==> src/hw/amlc_consts.svh <==
`ifndef AMLC_CONSTS_SVH
`define AMLC_CONSTS_SVH

// Register offsets on the serial control port
`define AMLC_OFS_SYSCTL2      8'h04
`define AMLC_OFS_CHCFG1      8'h05
`define AMLC_OFS_CHCFG2      8'h06
`define AMLC_OFS_CHCFG3      8'h0b
`define AMLC_OFS_CHCFG4      8'h0c
`define AMLC_OFS_AMCTL       8'h14
`define AMLC_OFS_OFFRST      8'h15
`define AMLC_OFS_MODLIM      8'h16

// Field positions
`define AMLC_SYS_PWM_AM_DIS  6
`define AMLC_SYS_IN_AM_DIS   5
`define AMLC_SYS_UNMUTE_EQ   4
`define AMLC_CH_RECOV_EN     7
`define AMLC_CH_RST_OK_LOW   6
`define AMLC_CH_MUTE_OK_LOW  5

// Reset values
`define AMLC_RST_AMCTL       8'h00
`define AMLC_RST_OFFRST      8'h00
`define AMLC_RST_MODLIM      3'h2
`define AMLC_RST_SYS         3'h0
`define AMLC_RST_CH          3'h0

// Timing
`define AMLC_CLK_PERIOD_NS   10
`define AMLC_MS_NS           1000000
`define AMLC_MS_CYCLES       (`AMLC_MS_NS / `AMLC_CLK_PERIOD_NS)
`define AMLC_DELAY_SHORT_MS  5
`define AMLC_DELAY_STEP_MS   10
`define AMLC_BE_MAX_MS       10

`endif

==> src/hw/amlc_pkg.sv <==
package amlc_pkg;
    typedef enum logic [1:0] {
        AMLC_LIVE,
        AMLC_QUIET,
        AMLC_MUTED
    } amlc_det_e;

    typedef logic [4:0] amlc_bit_t;
endpackage

==> src/hw/amlc_top.sv <==
// Contract
// - Automute low nibble picks shared delay: 1-5 ms, then 10-110 ms in 10 ms steps.
// - Automute high nibble sets input threshold; codes 0,1 mean bit 1, else bit n.
// - Offset high nibble moves PWM threshold 0-7 bits up, or down when top bit set.
// - Offset low nibble sets back-end reset period: under 1 ms, 1-9 ms, else 10 ms.
// - Modulation limit uses bits 2:0 only; limit k+1 ticks, min width 2(k+1).
// - Modulation limit resets to code 2; host may program any code 0-7, higher or lower.
// - Cleared disable bits turn on PWM automute and input automute detection.
// - Unmute threshold is one bit above input threshold, or equal when bit set.
// - Per channel: allow back-end reset sequence; require ok low before reset.
`timescale 1ns/100ps
`include "amlc_consts.svh"
module amlc_top #(
    parameter int NCH        = 4,
    parameter int DW         = 24,
    parameter int CW         = 24,
    parameter int MS_CYCLES  = `AMLC_MS_CYCLES
) (
    input  wire logic                clk_sys,
    input  wire logic                reset,
    input  wire logic                clk_en,
    input  wire logic                reg_wr,
    input  wire logic                reg_rd,
    input  wire logic [7:0]          reg_addr,
    input  wire logic [7:0]          reg_wdata,
    output logic      [7:0]          reg_rdata_r,
    input  wire logic [NCH*DW-1:0]   ch_mag,
    output logic      [NCH-1:0]      automute_r,
    output logic      [CW-1:0]       delay_cycles_r,
    output amlc_pkg::amlc_bit_t      in_thresh_bit_r,
    output amlc_pkg::amlc_bit_t      pwm_thresh_bit_r,
    output amlc_pkg::amlc_bit_t      unmute_bit_r,
    output logic      [CW-1:0]       reset_period_cycles_r,
    output logic      [3:0]          limit_ticks_r,
    output logic      [4:0]          min_width_ticks_r,
    output logic                     pwm_automute_en_r,
    output logic                     input_automute_en_r,
    output logic      [NCH-1:0]      backend_recovery_enable_r,
    output logic      [NCH-1:0]      reset_requires_ok_low_r,
    output logic      [NCH-1:0]      mute_requires_ok_low_r
);
    logic [7:0]     amctl_r;
    logic [7:0]     offrst_r;
    logic [2:0]     modlim_r;
    logic [2:0]     sys_r;
    logic [2:0]     chcfg_r [NCH];

    // Channel config offsets are not contiguous, so they are matched one by one
    function automatic logic [2:0] chan_decode(input logic [7:0] a);
        case (a)
            `AMLC_OFS_CHCFG1: chan_decode = 3'h4;
            `AMLC_OFS_CHCFG2: chan_decode = 3'h5;
            `AMLC_OFS_CHCFG3: chan_decode = 3'h6;
            `AMLC_OFS_CHCFG4: chan_decode = 3'h7;
            default:          chan_decode = 3'h0;
        endcase
    endfunction

    function automatic amlc_pkg::amlc_bit_t clamp_bit(input logic [5:0] v);
        if (v[5] || v == 6'h00) begin
            clamp_bit = 5'h01;
        end else if (v > 6'(DW)) begin
            clamp_bit = 5'(DW);
        end else begin
            clamp_bit = v[4:0];
        end
    endfunction

    wire [2:0] wr_ch  = chan_decode(reg_addr);
    wire [2:0] rd_ch  = chan_decode(reg_addr);
    // A write with the enable low is dropped, not held over to the next enabled edge
    wire       wr_go  = reg_wr && clk_en;
    wire       wr_am  = wr_go && (reg_addr == `AMLC_OFS_AMCTL);
    wire       wr_off = wr_go && (reg_addr == `AMLC_OFS_OFFRST);
    wire       wr_mod = wr_go && (reg_addr == `AMLC_OFS_MODLIM);
    wire       wr_sys = wr_go && (reg_addr == `AMLC_OFS_SYSCTL2);
    wire [2:0] sys_wdata = {reg_wdata[`AMLC_SYS_PWM_AM_DIS], reg_wdata[`AMLC_SYS_IN_AM_DIS],
                            reg_wdata[`AMLC_SYS_UNMUTE_EQ]};
    wire [2:0] ch_wdata  = {reg_wdata[`AMLC_CH_RECOV_EN], reg_wdata[`AMLC_CH_RST_OK_LOW],
                            reg_wdata[`AMLC_CH_MUTE_OK_LOW]};
    wire       pwm_am_off = sys_r[2];
    wire       in_am_off  = sys_r[1];
    wire       um_equal   = sys_r[0];

    // Delay decode
    wire [3:0] dly_code = amctl_r[3:0];
    wire       dly_short  = dly_code < 4'(`AMLC_DELAY_SHORT_MS);
    wire [6:0] dly_fine   = {3'h0, dly_code} + 7'h01;
    wire [6:0] dly_steps  = {3'h0, dly_code} - 7'(`AMLC_DELAY_SHORT_MS - 1);
    wire [6:0] dly_coarse = 7'(dly_steps * 7'(`AMLC_DELAY_STEP_MS));
    wire [6:0] dly_ms     = dly_short ? dly_fine : dly_coarse;
    wire [CW-1:0] dly_cyc = CW'(dly_ms * 32'(MS_CYCLES));

    // Thresholds
    wire [3:0] thr_code = amctl_r[7:4];
    wire amlc_pkg::amlc_bit_t in_bit = (thr_code < 4'h2) ? 5'h01 : {1'b0, thr_code};
    wire [5:0] off_amt  = {3'h0, offrst_r[6:4]};
    wire [5:0] pwm_raw  = offrst_r[7] ? ({1'b0, in_bit} - off_amt)
                                      : ({1'b0, in_bit} + off_amt);
    // A wide down offset would leave the sample range, so the bit is clamped
    wire amlc_pkg::amlc_bit_t pwm_bit = clamp_bit(pwm_raw);
    // One bit higher is 6 dB up
    wire amlc_pkg::amlc_bit_t um_bit  = um_equal ? in_bit
                                                 : clamp_bit({1'b0, in_bit} + 6'h01);

    // Back-end reset period; code 0 gives half a millisecond
    wire [3:0] be_code  = offrst_r[3:0];
    wire [3:0] be_ms    = (be_code >= 4'(`AMLC_BE_MAX_MS)) ? 4'(`AMLC_BE_MAX_MS) : be_code;
    wire [CW-1:0] be_cyc = (be_code == 4'h0) ? CW'(MS_CYCLES / 2)
                                             : CW'(be_ms * 32'(MS_CYCLES));

    // Pulse limiter figures
    wire [3:0] lim_tk   = {1'b0, modlim_r} + 4'h1;
    wire [4:0] minw_tk  = {lim_tk, 1'b0};

    // Read mux; unmapped offsets read as zero
    logic [7:0] rd_mux;
    always_comb begin
        rd_mux = 8'h00;
        case (reg_addr)
            `AMLC_OFS_AMCTL:   rd_mux = amctl_r;
            `AMLC_OFS_OFFRST:  rd_mux = offrst_r;
            `AMLC_OFS_MODLIM:  rd_mux = {5'h00, modlim_r};
            `AMLC_OFS_SYSCTL2: rd_mux = {1'b0, sys_r[2], sys_r[1], sys_r[0], 4'h0};
            default: begin
                if (rd_ch[2]) begin
                    rd_mux = {chcfg_r[rd_ch[1:0]], 5'h00};
                end
            end
        endcase
    end

    // Reset is taken with the enable low too, so a stopped tick can still be cleared
    always_ff @(posedge clk_sys) begin
        if (reset) begin
            amctl_r  <= `AMLC_RST_AMCTL;
            offrst_r <= `AMLC_RST_OFFRST;
            modlim_r <= `AMLC_RST_MODLIM;
            sys_r    <= `AMLC_RST_SYS;
        end else begin
            if (wr_am) begin
                amctl_r <= reg_wdata;
            end
            if (wr_off) begin
                offrst_r <= reg_wdata;
            end
            if (wr_mod) begin
                modlim_r <= reg_wdata[2:0];
            end
            if (wr_sys) begin
                sys_r <= sys_wdata;
            end
        end
    end

    genvar g;
    generate
        for (g = 0; g < NCH; g++) begin : g_ch
            always_ff @(posedge clk_sys) begin
                if (reset) begin
                    chcfg_r[g] <= `AMLC_RST_CH;
                end else if (wr_go && wr_ch[2] && (wr_ch[1:0] == 2'(g))) begin
                    chcfg_r[g] <= ch_wdata;
                end
            end

            always_ff @(posedge clk_sys) begin
                if (reset) begin
                    backend_recovery_enable_r[g] <= 1'b0;
                    reset_requires_ok_low_r[g]   <= 1'b0;
                    mute_requires_ok_low_r[g]    <= 1'b0;
                end else if (clk_en) begin
                    backend_recovery_enable_r[g] <= chcfg_r[g][2];
                    reset_requires_ok_low_r[g]   <= chcfg_r[g][1];
                    mute_requires_ok_low_r[g]    <= chcfg_r[g][0];
                end
            end

            amlc_mute_det #(
                .DW (DW),
                .CW (CW)
            ) u_det (
                .clk_sys      (clk_sys),
                .reset        (reset),
                .clk_en       (clk_en),
                .det_enable   (!in_am_off),
                .sample_mag   (ch_mag[g*DW +: DW]),
                .mute_bit     (in_bit),
                .unmute_bit   (um_bit),
                .delay_cycles (dly_cyc),
                .automute_r   (automute_r[g])
            );
        end
    endgenerate

    // Decoded values are registered so every output leaves a flip-flop
    always_ff @(posedge clk_sys) begin
        if (reset) begin
            reg_rdata_r           <= 8'h00;
            delay_cycles_r        <= '0;
            in_thresh_bit_r       <= 5'h01;
            pwm_thresh_bit_r      <= 5'h01;
            unmute_bit_r          <= 5'h01;
            reset_period_cycles_r <= '0;
            limit_ticks_r         <= 4'h3;
            min_width_ticks_r     <= 5'h06;
            // Enables read low until the first enabled edge after reset
            pwm_automute_en_r     <= 1'b0;
            input_automute_en_r   <= 1'b0;
        end else if (clk_en) begin
            // Read and write in one cycle return the old value
            if (reg_rd) begin
                reg_rdata_r <= rd_mux;
            end
            delay_cycles_r        <= dly_cyc;
            in_thresh_bit_r       <= in_bit;
            pwm_thresh_bit_r      <= pwm_bit;
            unmute_bit_r          <= um_bit;
            reset_period_cycles_r <= be_cyc;
            limit_ticks_r         <= lim_tk;
            min_width_ticks_r     <= minw_tk;
            pwm_automute_en_r     <= !pwm_am_off;
            input_automute_en_r   <= !in_am_off;
        end
    end
endmodule // amlc_top

==> src/hw/amlc_mute_det.sv <==
`timescale 1ns/100ps
module amlc_mute_det #(
    parameter int DW = 24,
    parameter int CW = 24
) (
    input  wire logic               clk_sys,
    input  wire logic               reset,
    input  wire logic               clk_en,
    input  wire logic               det_enable,
    input  wire logic [DW-1:0]      sample_mag,
    input  wire amlc_pkg::amlc_bit_t mute_bit,
    input  wire amlc_pkg::amlc_bit_t unmute_bit,
    input  wire logic [CW-1:0]      delay_cycles,
    output logic                    automute_r
);
    amlc_pkg::amlc_det_e state_r;
    amlc_pkg::amlc_det_e state_nxt;
    logic [CW-1:0]       cnt_r;
    logic [CW-1:0]       cnt_nxt;

    // Level of bit n, counting the lsb as bit 1
    function automatic logic [DW:0] bit_level(input amlc_pkg::amlc_bit_t b);
        bit_level = {{DW{1'b0}}, 1'b1} << (b - 5'h01);
    endfunction

    wire below_mute  = {1'b0, sample_mag} < bit_level(mute_bit);
    wire over_unmute = {1'b0, sample_mag} >= bit_level(unmute_bit);

    always_comb begin
        state_nxt = state_r;
        cnt_nxt   = cnt_r;
        case (state_r)
            amlc_pkg::AMLC_LIVE: begin
                cnt_nxt = {{(CW-1){1'b0}}, 1'b1};
                if (det_enable && below_mute) begin
                    state_nxt = amlc_pkg::AMLC_QUIET;
                end
            end
            amlc_pkg::AMLC_QUIET: begin
                // Any sample above the threshold restarts the wait
                if (!det_enable || !below_mute) begin
                    state_nxt = amlc_pkg::AMLC_LIVE;
                end else if (cnt_r >= delay_cycles) begin
                    state_nxt = amlc_pkg::AMLC_MUTED;
                end else begin
                    cnt_nxt = cnt_r + {{(CW-1){1'b0}}, 1'b1};
                end
            end
            amlc_pkg::AMLC_MUTED: begin
                if (!det_enable || over_unmute) begin
                    state_nxt = amlc_pkg::AMLC_LIVE;
                end
            end
            default: state_nxt = amlc_pkg::AMLC_LIVE;
        endcase
    end

    always_ff @(posedge clk_sys) begin
        if (reset) begin
            state_r    <= amlc_pkg::AMLC_LIVE;
            cnt_r      <= '0;
            automute_r <= 1'b0;
        end else if (clk_en) begin
            state_r    <= state_nxt;
            cnt_r      <= cnt_nxt;
            automute_r <= (state_nxt == amlc_pkg::AMLC_MUTED);
        end
    end
endmodule // amlc_mute_det

==> config.mk <==
export PLATFORM = sky130hd
export DESIGN_NAME = amlc_top
export DESIGN_NICKNAME = d
export VERILOG_FILES = /design/src/hw/amlc_pkg.sv /design/src/hw/amlc_top.sv /design/src/hw/amlc_mute_det.sv
export VERILOG_INCLUDE_DIRS = /design/src /design/src/hw
export SDC_FILE = /design/constraint.sdc
export NUM_CORES = 1
export LEC_CHECK = 0
export BUFFER_PORTS_ARGS = -buffer_cell sky130_fd_sc_hd__buf_2
export CORE_ASPECT_RATIO = 0.9
export CORE_MARGIN = 2
export CORE_UTILIZATION = 61
export CTS_CLUSTER_SIZE = 40
export DETAILED_ROUTE_END_ITERATION = 10
export GPL_ROUTABILITY_DRIVEN = 0
export PLACE_DENSITY = 0.82
export SLEW_MARGIN = 10
export SYNTH_ARGS = -nofsm -noshare
export SYNTH_HDL_FRONTEND = slang
export SYNTH_HIERARCHICAL = 1
export SYNTH_SLANG_ARGS = --single-unit
==> constraint.sdc <==
create_clock -name clk_sys -period 8.97 [get_ports clk_sys]
set_input_delay 1.794 -clock clk_sys [delete_from_list [all_inputs] [get_ports clk_sys]]
set_output_delay 1.794 -clock clk_sys [all_outputs]
set_load 0.02 [all_outputs]
======== Word-level counts from Yosys, hierarchy flattened ========
Memories as Yosys holds them, arrays and structs flattened. A register that Yosys moved wholly into a read port is not among the register bits.
Index checks and enable logic that the tools add are counted.
operators by class
  add/sub/neg operators ................... 12
  $lt $le $gt $ge ......................... 17
  div/mod/pow operators ................... 0
  mux-type cells .......................... 63
  eq/ne operators ......................... 31
  reduce and logical (&&, ||, !) cells .... 47
  multipliers ............................. 3
  shifts and indexed selects .............. 2
  bitwise gates (word level) .............. 4
operators with widths
  operator                                                               count
  24-bit two-way mux                                                     8
  24-bit case mux with 2 select lines                                    4
  24-bit by 25-bit >= comparator with 1-bit output                       4
  24-bit by 25-bit less-than comparator with 1-bit output                4
  24-bit by 1-bit adder with 24-bit output (second input constant)       4
  24-bit >= comparator                                                   4
  1-bit by 5-bit left shift with 25-bit output (first input constant)    2
  2-bit two-way mux                                                      16
  8-bit case mux with 4 select lines                                     1
  5-bit two-way mux                                                      5
  8-bit by 3-bit == test with 1-bit output (second input constant)       3
  8-bit by 5-bit == test with 1-bit output (second input constant)       3
  2-bit case mux with 3 select lines                                     4
  21-bit two-way mux                                                     1
  2-bit == test (second input constant)                                  10
  7-bit by 12-bit multiplier with 19-bit output (second input constant)  1
  8-bit by 4-bit == test with 1-bit output (second input constant)       2
  4-bit by 12-bit multiplier with 16-bit output (second input constant)  1
  2-bit != test (second input constant)                                  8
  4-bit AND reduction                                                    4
  1-bit logical AND                                                      14
  1-bit two-way mux                                                      14
  6-bit logical NOT                                                      2
  3-bit two-way mux                                                      4
  27 further kinds                                                       56
word-level totals
  output and inout port bits .............. 98
  bits in writable memories ............... 12
  flip-flop bits (word level) ............. 202
  bits in read-only memories .............. 0
  memories kept ........................... 1
  input bits .............................. 117
  latch bits .............................. 0
  logic and storage cells ................. 205
memories
  memory   depth  bits a word  read ports  clocked after Yosys merged registers in  wr ports  line            RTL
  chcfg_r  4      3            5           4                                        4         amlc_top.sv:46  logic [2:0] chcfg_r [NCH];

======== Depth between registers and ports, before layout ========
  word-level depth ........................ 14
  gate-level depth with buffers ........... 31
  depth with buffers taken out ............ 29

======== Modules after synthesis ========
The synthesis kept the hierarchy.
modules (own cells, without submodules)
  module                          times used  area an instance (um2)  sequential area each (um2)  cells an instance
  amlc_top                        1           6924.1                  2322.2                      743
  amlc_mute_det at g_ch[3].u_det  1           3412.0                  540.5                       461
  amlc_mute_det at g_ch[0].u_det  1           3392.0                  540.5                       456
  amlc_mute_det at g_ch[1].u_det  1           3340.7                  540.5                       445
  amlc_mute_det at g_ch[2].u_det  1           3335.7                  540.5                       441

======== Worst setup path after synthesis ========
Ideal clock, no wire load.
  kind .................................... register -> register
  start point ............................. register amctl_r[2]
  end point ............................... register g_ch[3].u_det.cnt_r[20]
  setup time .............................. 0.070 ns
  cell stages (with the launch flop) ...... 28
  buffers on the path ..................... 1
  data required time ...................... 8.900 ns
  clock period less this slack ............ 7.021 ns
  arrival ................................. 6.951 ns
  setup slack ............................. 1.949 ns
  cell sequence ........................... dfxtp_1 > inv_1 > fa_1 > ha_1 > fa_1 > xor2_1 > and2_1 > ha_1 > ha_1 > fa_1 > ha_1 > ha_1 > nand4_1 > nand4_1 > nand2_1 > o21bai_1 > mux2i_1 > and2_1 > inv_1 > ha_1 > nand4_1 > nor3_1 > a2111oi_0 > nand3_1 > o32a_2 > buf_6 > or4_1 > a21oi_1
between the ends
  word-level cells in the longest chain between the ends .. 7
  elaborated cells between the ends (all ways) .. 9
  classes of those cells .................. add/sub (2); mul (2); order compare (2); eq/ne (1); mux (1); reduce/logical (1)
RTL lines
  what                                               line                 RTL
  start, declared                                    amlc_top.sv:42       logic [7:0] amctl_r;
  start signal, assigned                             amlc_top.sv:136      amctl_r <= `AMLC_RST_AMCTL;
  start signal, assigned                             amlc_top.sv:142      amctl_r <= reg_wdata;
  4-bit by 3-bit subtractor with 5-bit output        amlc_top.sv:89       wire [6:0] dly_steps = {3'h0, dly_code} - 7'(`AMLC_DELAY_SHORT_MS - 1);
  7-bit by 3-bit multiplier with 6-bit output        amlc_top.sv:90       wire [6:0] dly_coarse = 7'(dly_steps * 7'(`AMLC_DELAY_STEP_MS));
  7-bit two-way mux (*)                              amlc_top.sv:91       wire [6:0] dly_ms = dly_short ? dly_fine : dly_coarse;
  7-bit by 12-bit multiplier with 19-bit output (*)  amlc_top.sv:92       wire [CW-1:0] dly_cyc = CW'(dly_ms * 32'(MS_CYCLES));
  via dly_cyc[21]                                    amlc_top.sv:92
  24-bit >= comparator (*)                           amlc_mute_det.sv:43  end else if (cnt_r >= delay_cycles) begin
  2-bit != test (no source line) (*)                 n/a
  4-bit AND reduction (no source line) (*)           n/a
  end signal, assigned                               amlc_mute_det.sv:65  cnt_r <= cnt_nxt;
  end, declared                                      amlc_mute_det.sv:18  logic [CW-1:0] cnt_r;
The timed path passes the listed nets; every way through them passes the cells marked *.
A chain may end at the register's enable or synchronous reset.

======== Worst setup path after layout ========
  start point ............................. register amctl_r[2]
  end point ............................... register g_ch[3].u_det.cnt_r[12]
The elaborated chain is that of the path after synthesis.

==> reports/results.txt <==
synthesized area = 20,400 µm²
layout cell share with drive strength beyond 1 = 11.0%
post-synth top area cell = ha_1
Max rail drop VDD = 0.116 mV
TritonRoute pass-1 iters = 5
area grow syn2layout = 10.4%
I/O pin cnt = 215
largest net degree at the start of global routing = 65
fill cell count = 2,672
total power = 0.00235 W
Tightest Hold Check Type = flip-flop to flip-flop
Residual DRC = 0
FFs w/ async S/R, synth = 0%
Fin Clk Skew = 0.0120 ns
HP Start = pwm_thresh_bit_r[4]
Post-CTS Resized = 0
Post-CTS Setup Bufs = 0
via count = 20,141
H-tree depth = 1
WP data arrival = 8.83 ns
clk root buf = clkbuf_16
synth top area cells = ha_1, dfxtp_1, nand2_1
leakage power = 9.86 nW
Initial Util = 61.9%
grt ovf = 0
hold path depth = 2
Clock Latency Late Sink = 0.52 ns
Fin Setup TNS = 0 ns
Post-Layout Cell Count = 3,173
Yosys warning count = 6
Max Root-Sink Buffers = 3
pins over their slew limit = 0
Unique masters post-synth = 103
Startpoint Class = flip-flop
FP Rows = 63
Rel. slew slack = 21.0%
Worst-Margin Slew = 1.17 ns
unrepaired setup endpoints after global routing = false
Register Area = 4480 µm²
pre-CTS setup slack = 0.682 ns
CTS tree = done
layout net count = 3,231
fin crit share = 93.9%
CORE AREA = 32,900 µm²
Synth Register Bits = 218
Core Util, Final = 68.4%
GRT Overall Usage = 32.1%
status = completed
max_cap viols = 0
Synth Instances = 2,546
area of the multi-input gates = 15,000 µm²
IO buf count = 200
antenna cell count = 0
Total Wirelength = 57.2 mm
reg2reg start = amctl_r[2]
RR Endpoint = g_ch[3].u_det/cnt_r[12]
cts hold-fix bufs = 0
drt wl/cell = 18.0 µm
Setup Viol. Count Final = 0
CP endpoint kind = flip-flop
vias in the first global route = 19,288
vias per cell = 6.35
Setup CP Type = flip-flop to flip-flop
post-route antenna net violation count = 0
initial antenna violation count = 0
synthesized area per cell = 8.01 µm²
top cell type's share of synthesized area = 22.5%
CTS clk-pin slew, worst paths = 0.07 ns
Final WS setup = 0.551 ns
DP HPWL = 43.5 mm
first-pass GRT wire length = 93.4 mm
Clock Sink Count = 218
Required @ worst endpoint = 9.38 ns
Final Hold Viols = 0
TritonCTS Buffers = 25
setup slack, reg-to-reg = 0.55 ns
die footprint = 34,900 µm²
DIE HEIGHT = 178 µm
Hold Path End = pwm_thresh_bit_r[4]
DP Cell Count = 3,130
fin crit period = 8.42 ns
Die Width = 197 µm
max frequency = 119 MHz
Reg2Reg Depth = 26
EDFF count, synth = 12
main flop type after synthesis = dfxtp_1
DR iter-0 viols = 1,486
register area share after synthesis = 22.0%
Crit Path Max Fanout = 17
Power per Cell Area = 104 nW/µm²
cells in the mapped netlist (all sizes together), types with 13 or more instances:
cell type,number
xnor2,14
nand3,53
a21oi,200
nor2,192
nor3,49
o211ai,14
o21a,13
dfxtp,206
o21ai,92
or4,52
nor3b,30
mux2i,58
and3b,21
or3,27
and3,30
and4,19
inv,160
buf,59
and2,30
a22oi,19
nand4,84
o31ai,49
ha,367
a21o,50
nand2,329
a211oi,31
clkbuf,57
nor2b,36
power by group:
part           switching, W  internal, W  leakage [nW]  total (W)
combinational      0.000200     0.000117          7.68   0.000317
sequential        0.0000156     0.000994          1.78    0.00101
clock              0.000410     0.000611         0.393    0.00102
critical path: stages, from the launching register on:
cell and delay (ns):
dfxtp_1 0.44, inv_1 0.15, fa_1 0.50, ha_1 0.23, fa_1 0.38, xor2_1 0.27, and2_1 0.20, ha_1 0.27
ha_1 0.33, fa_1 0.48, ha_1 0.30, ha_1 0.37, nand4_1 0.17, nand4_1 0.17, nand2_1 0.13, o21bai_1 0.36
mux2i_1 0.26, and2_1 0.25, inv_1 0.08, ha_1 0.32, nand4_1 0.18, nor3_1 0.07, a2111oi_0 0.63, nand3_1 0.34
o32ai_2 1.01, a21oi_1 0.14, a31o_2 0.26
registers in the layout (all words and copies together), names as in the netlist, 5 cells and up:
name	count
g_ch.u_det/cnt_r	96
g_ch.u_det/state_r	8
reset_period_cycles_r	17
chcfg_r	12
delay_cycles_r	19
amctl_r	8
reg_rdata_r	8
pwm_thresh_bit_r	5
offrst_r	8
unmute_bit_r	5
routing by layer:
layer / global-route usage, % / wire length (µm) / part of all wire [%]
met3: 4.16 / 4370 / 7.6
met5: 0 / 0 / 0
met2: 54.7 / 26600 / 47
met1: 41.7 / 24600 / 43
met4: 11.2 / 1660 / 2.9
kinds of logic after synthesis:
group           synth area share, %
buf+inv                        5.82
flops                          22.0
other cells                  0.0184
fa+ha+maj                      23.7
compound gates                 18.5
simple gates                   25.9
xor+xnor                       1.07
mux                            2.96
per-stage QoR:
stage,cell area (µm²),hold slack [ns]
after floorplan,20600,0.438
after global placement,21700,0.450
after detailed placement,21700,0.451
after CTS,22500,0.471
after global routing,22500,0.497
final,22500,0.471
cells in the final DEF (no fill, tap or decap), types with 11 or more instances in the layout:
cell type	instances
a21o_1	50
and3_1	30
o21a_1	13
nand2_1	329
nor4_1	11
edfxtp_1	12
nor3b_1	29
nor2b_1	36
nand4_1	83
o211ai_1	14
o21ai_0	83
a21oi_1	199
or4_1	52
dfxtp_1	206
o31ai_1	49
buf_2	198
and3b_1	21
nor2_1	187
or3_1	24
buf_4	19
xnor2_1	13
a211oi_1	29
fa_1	12
ha_1	367
and2_1	26
nand3_1	53
and4_1	19
clkbuf_16	25
inv_1	159
mux2i_1	58
nand2b_1	12
a22oi_1	19
nor3_1	44
conb_1	62
area by class of cell:
class	count	share of cell area, %
Tap cell	422	2.34
Multi-Input combinational cell	2113	66.5
Inverter	160	2.67
Sequential cell	218	19.9
Timing Repair Buffer	217	5.03
Clock buffer	32	2.98
Clock inverter	11	0.572
how the worst max path moves through the flow:
stage	from	to	slack [ns]	cells after the start
floorplan	amctl_r[2]	g_ch[3].u_det/cnt_r[20]	1.95	27
detailed placement	amctl_r[2]	g_ch[3].u_det/cnt_r[12]	0.68	26
CTS	amctl_r[2]	g_ch[3].u_det/cnt_r[12]	0.64	26
global placement	amctl_r[2]	g_ch[3].u_det/cnt_r[20]	1.01	26
finish	amctl_r[2]	g_ch[3].u_det/cnt_r[12]	0.55	26
global route	amctl_r[2]	g_ch[3].u_det/cnt_r[0]	0.13	26
Note: power is estimated with default switching activity, not from simulation.
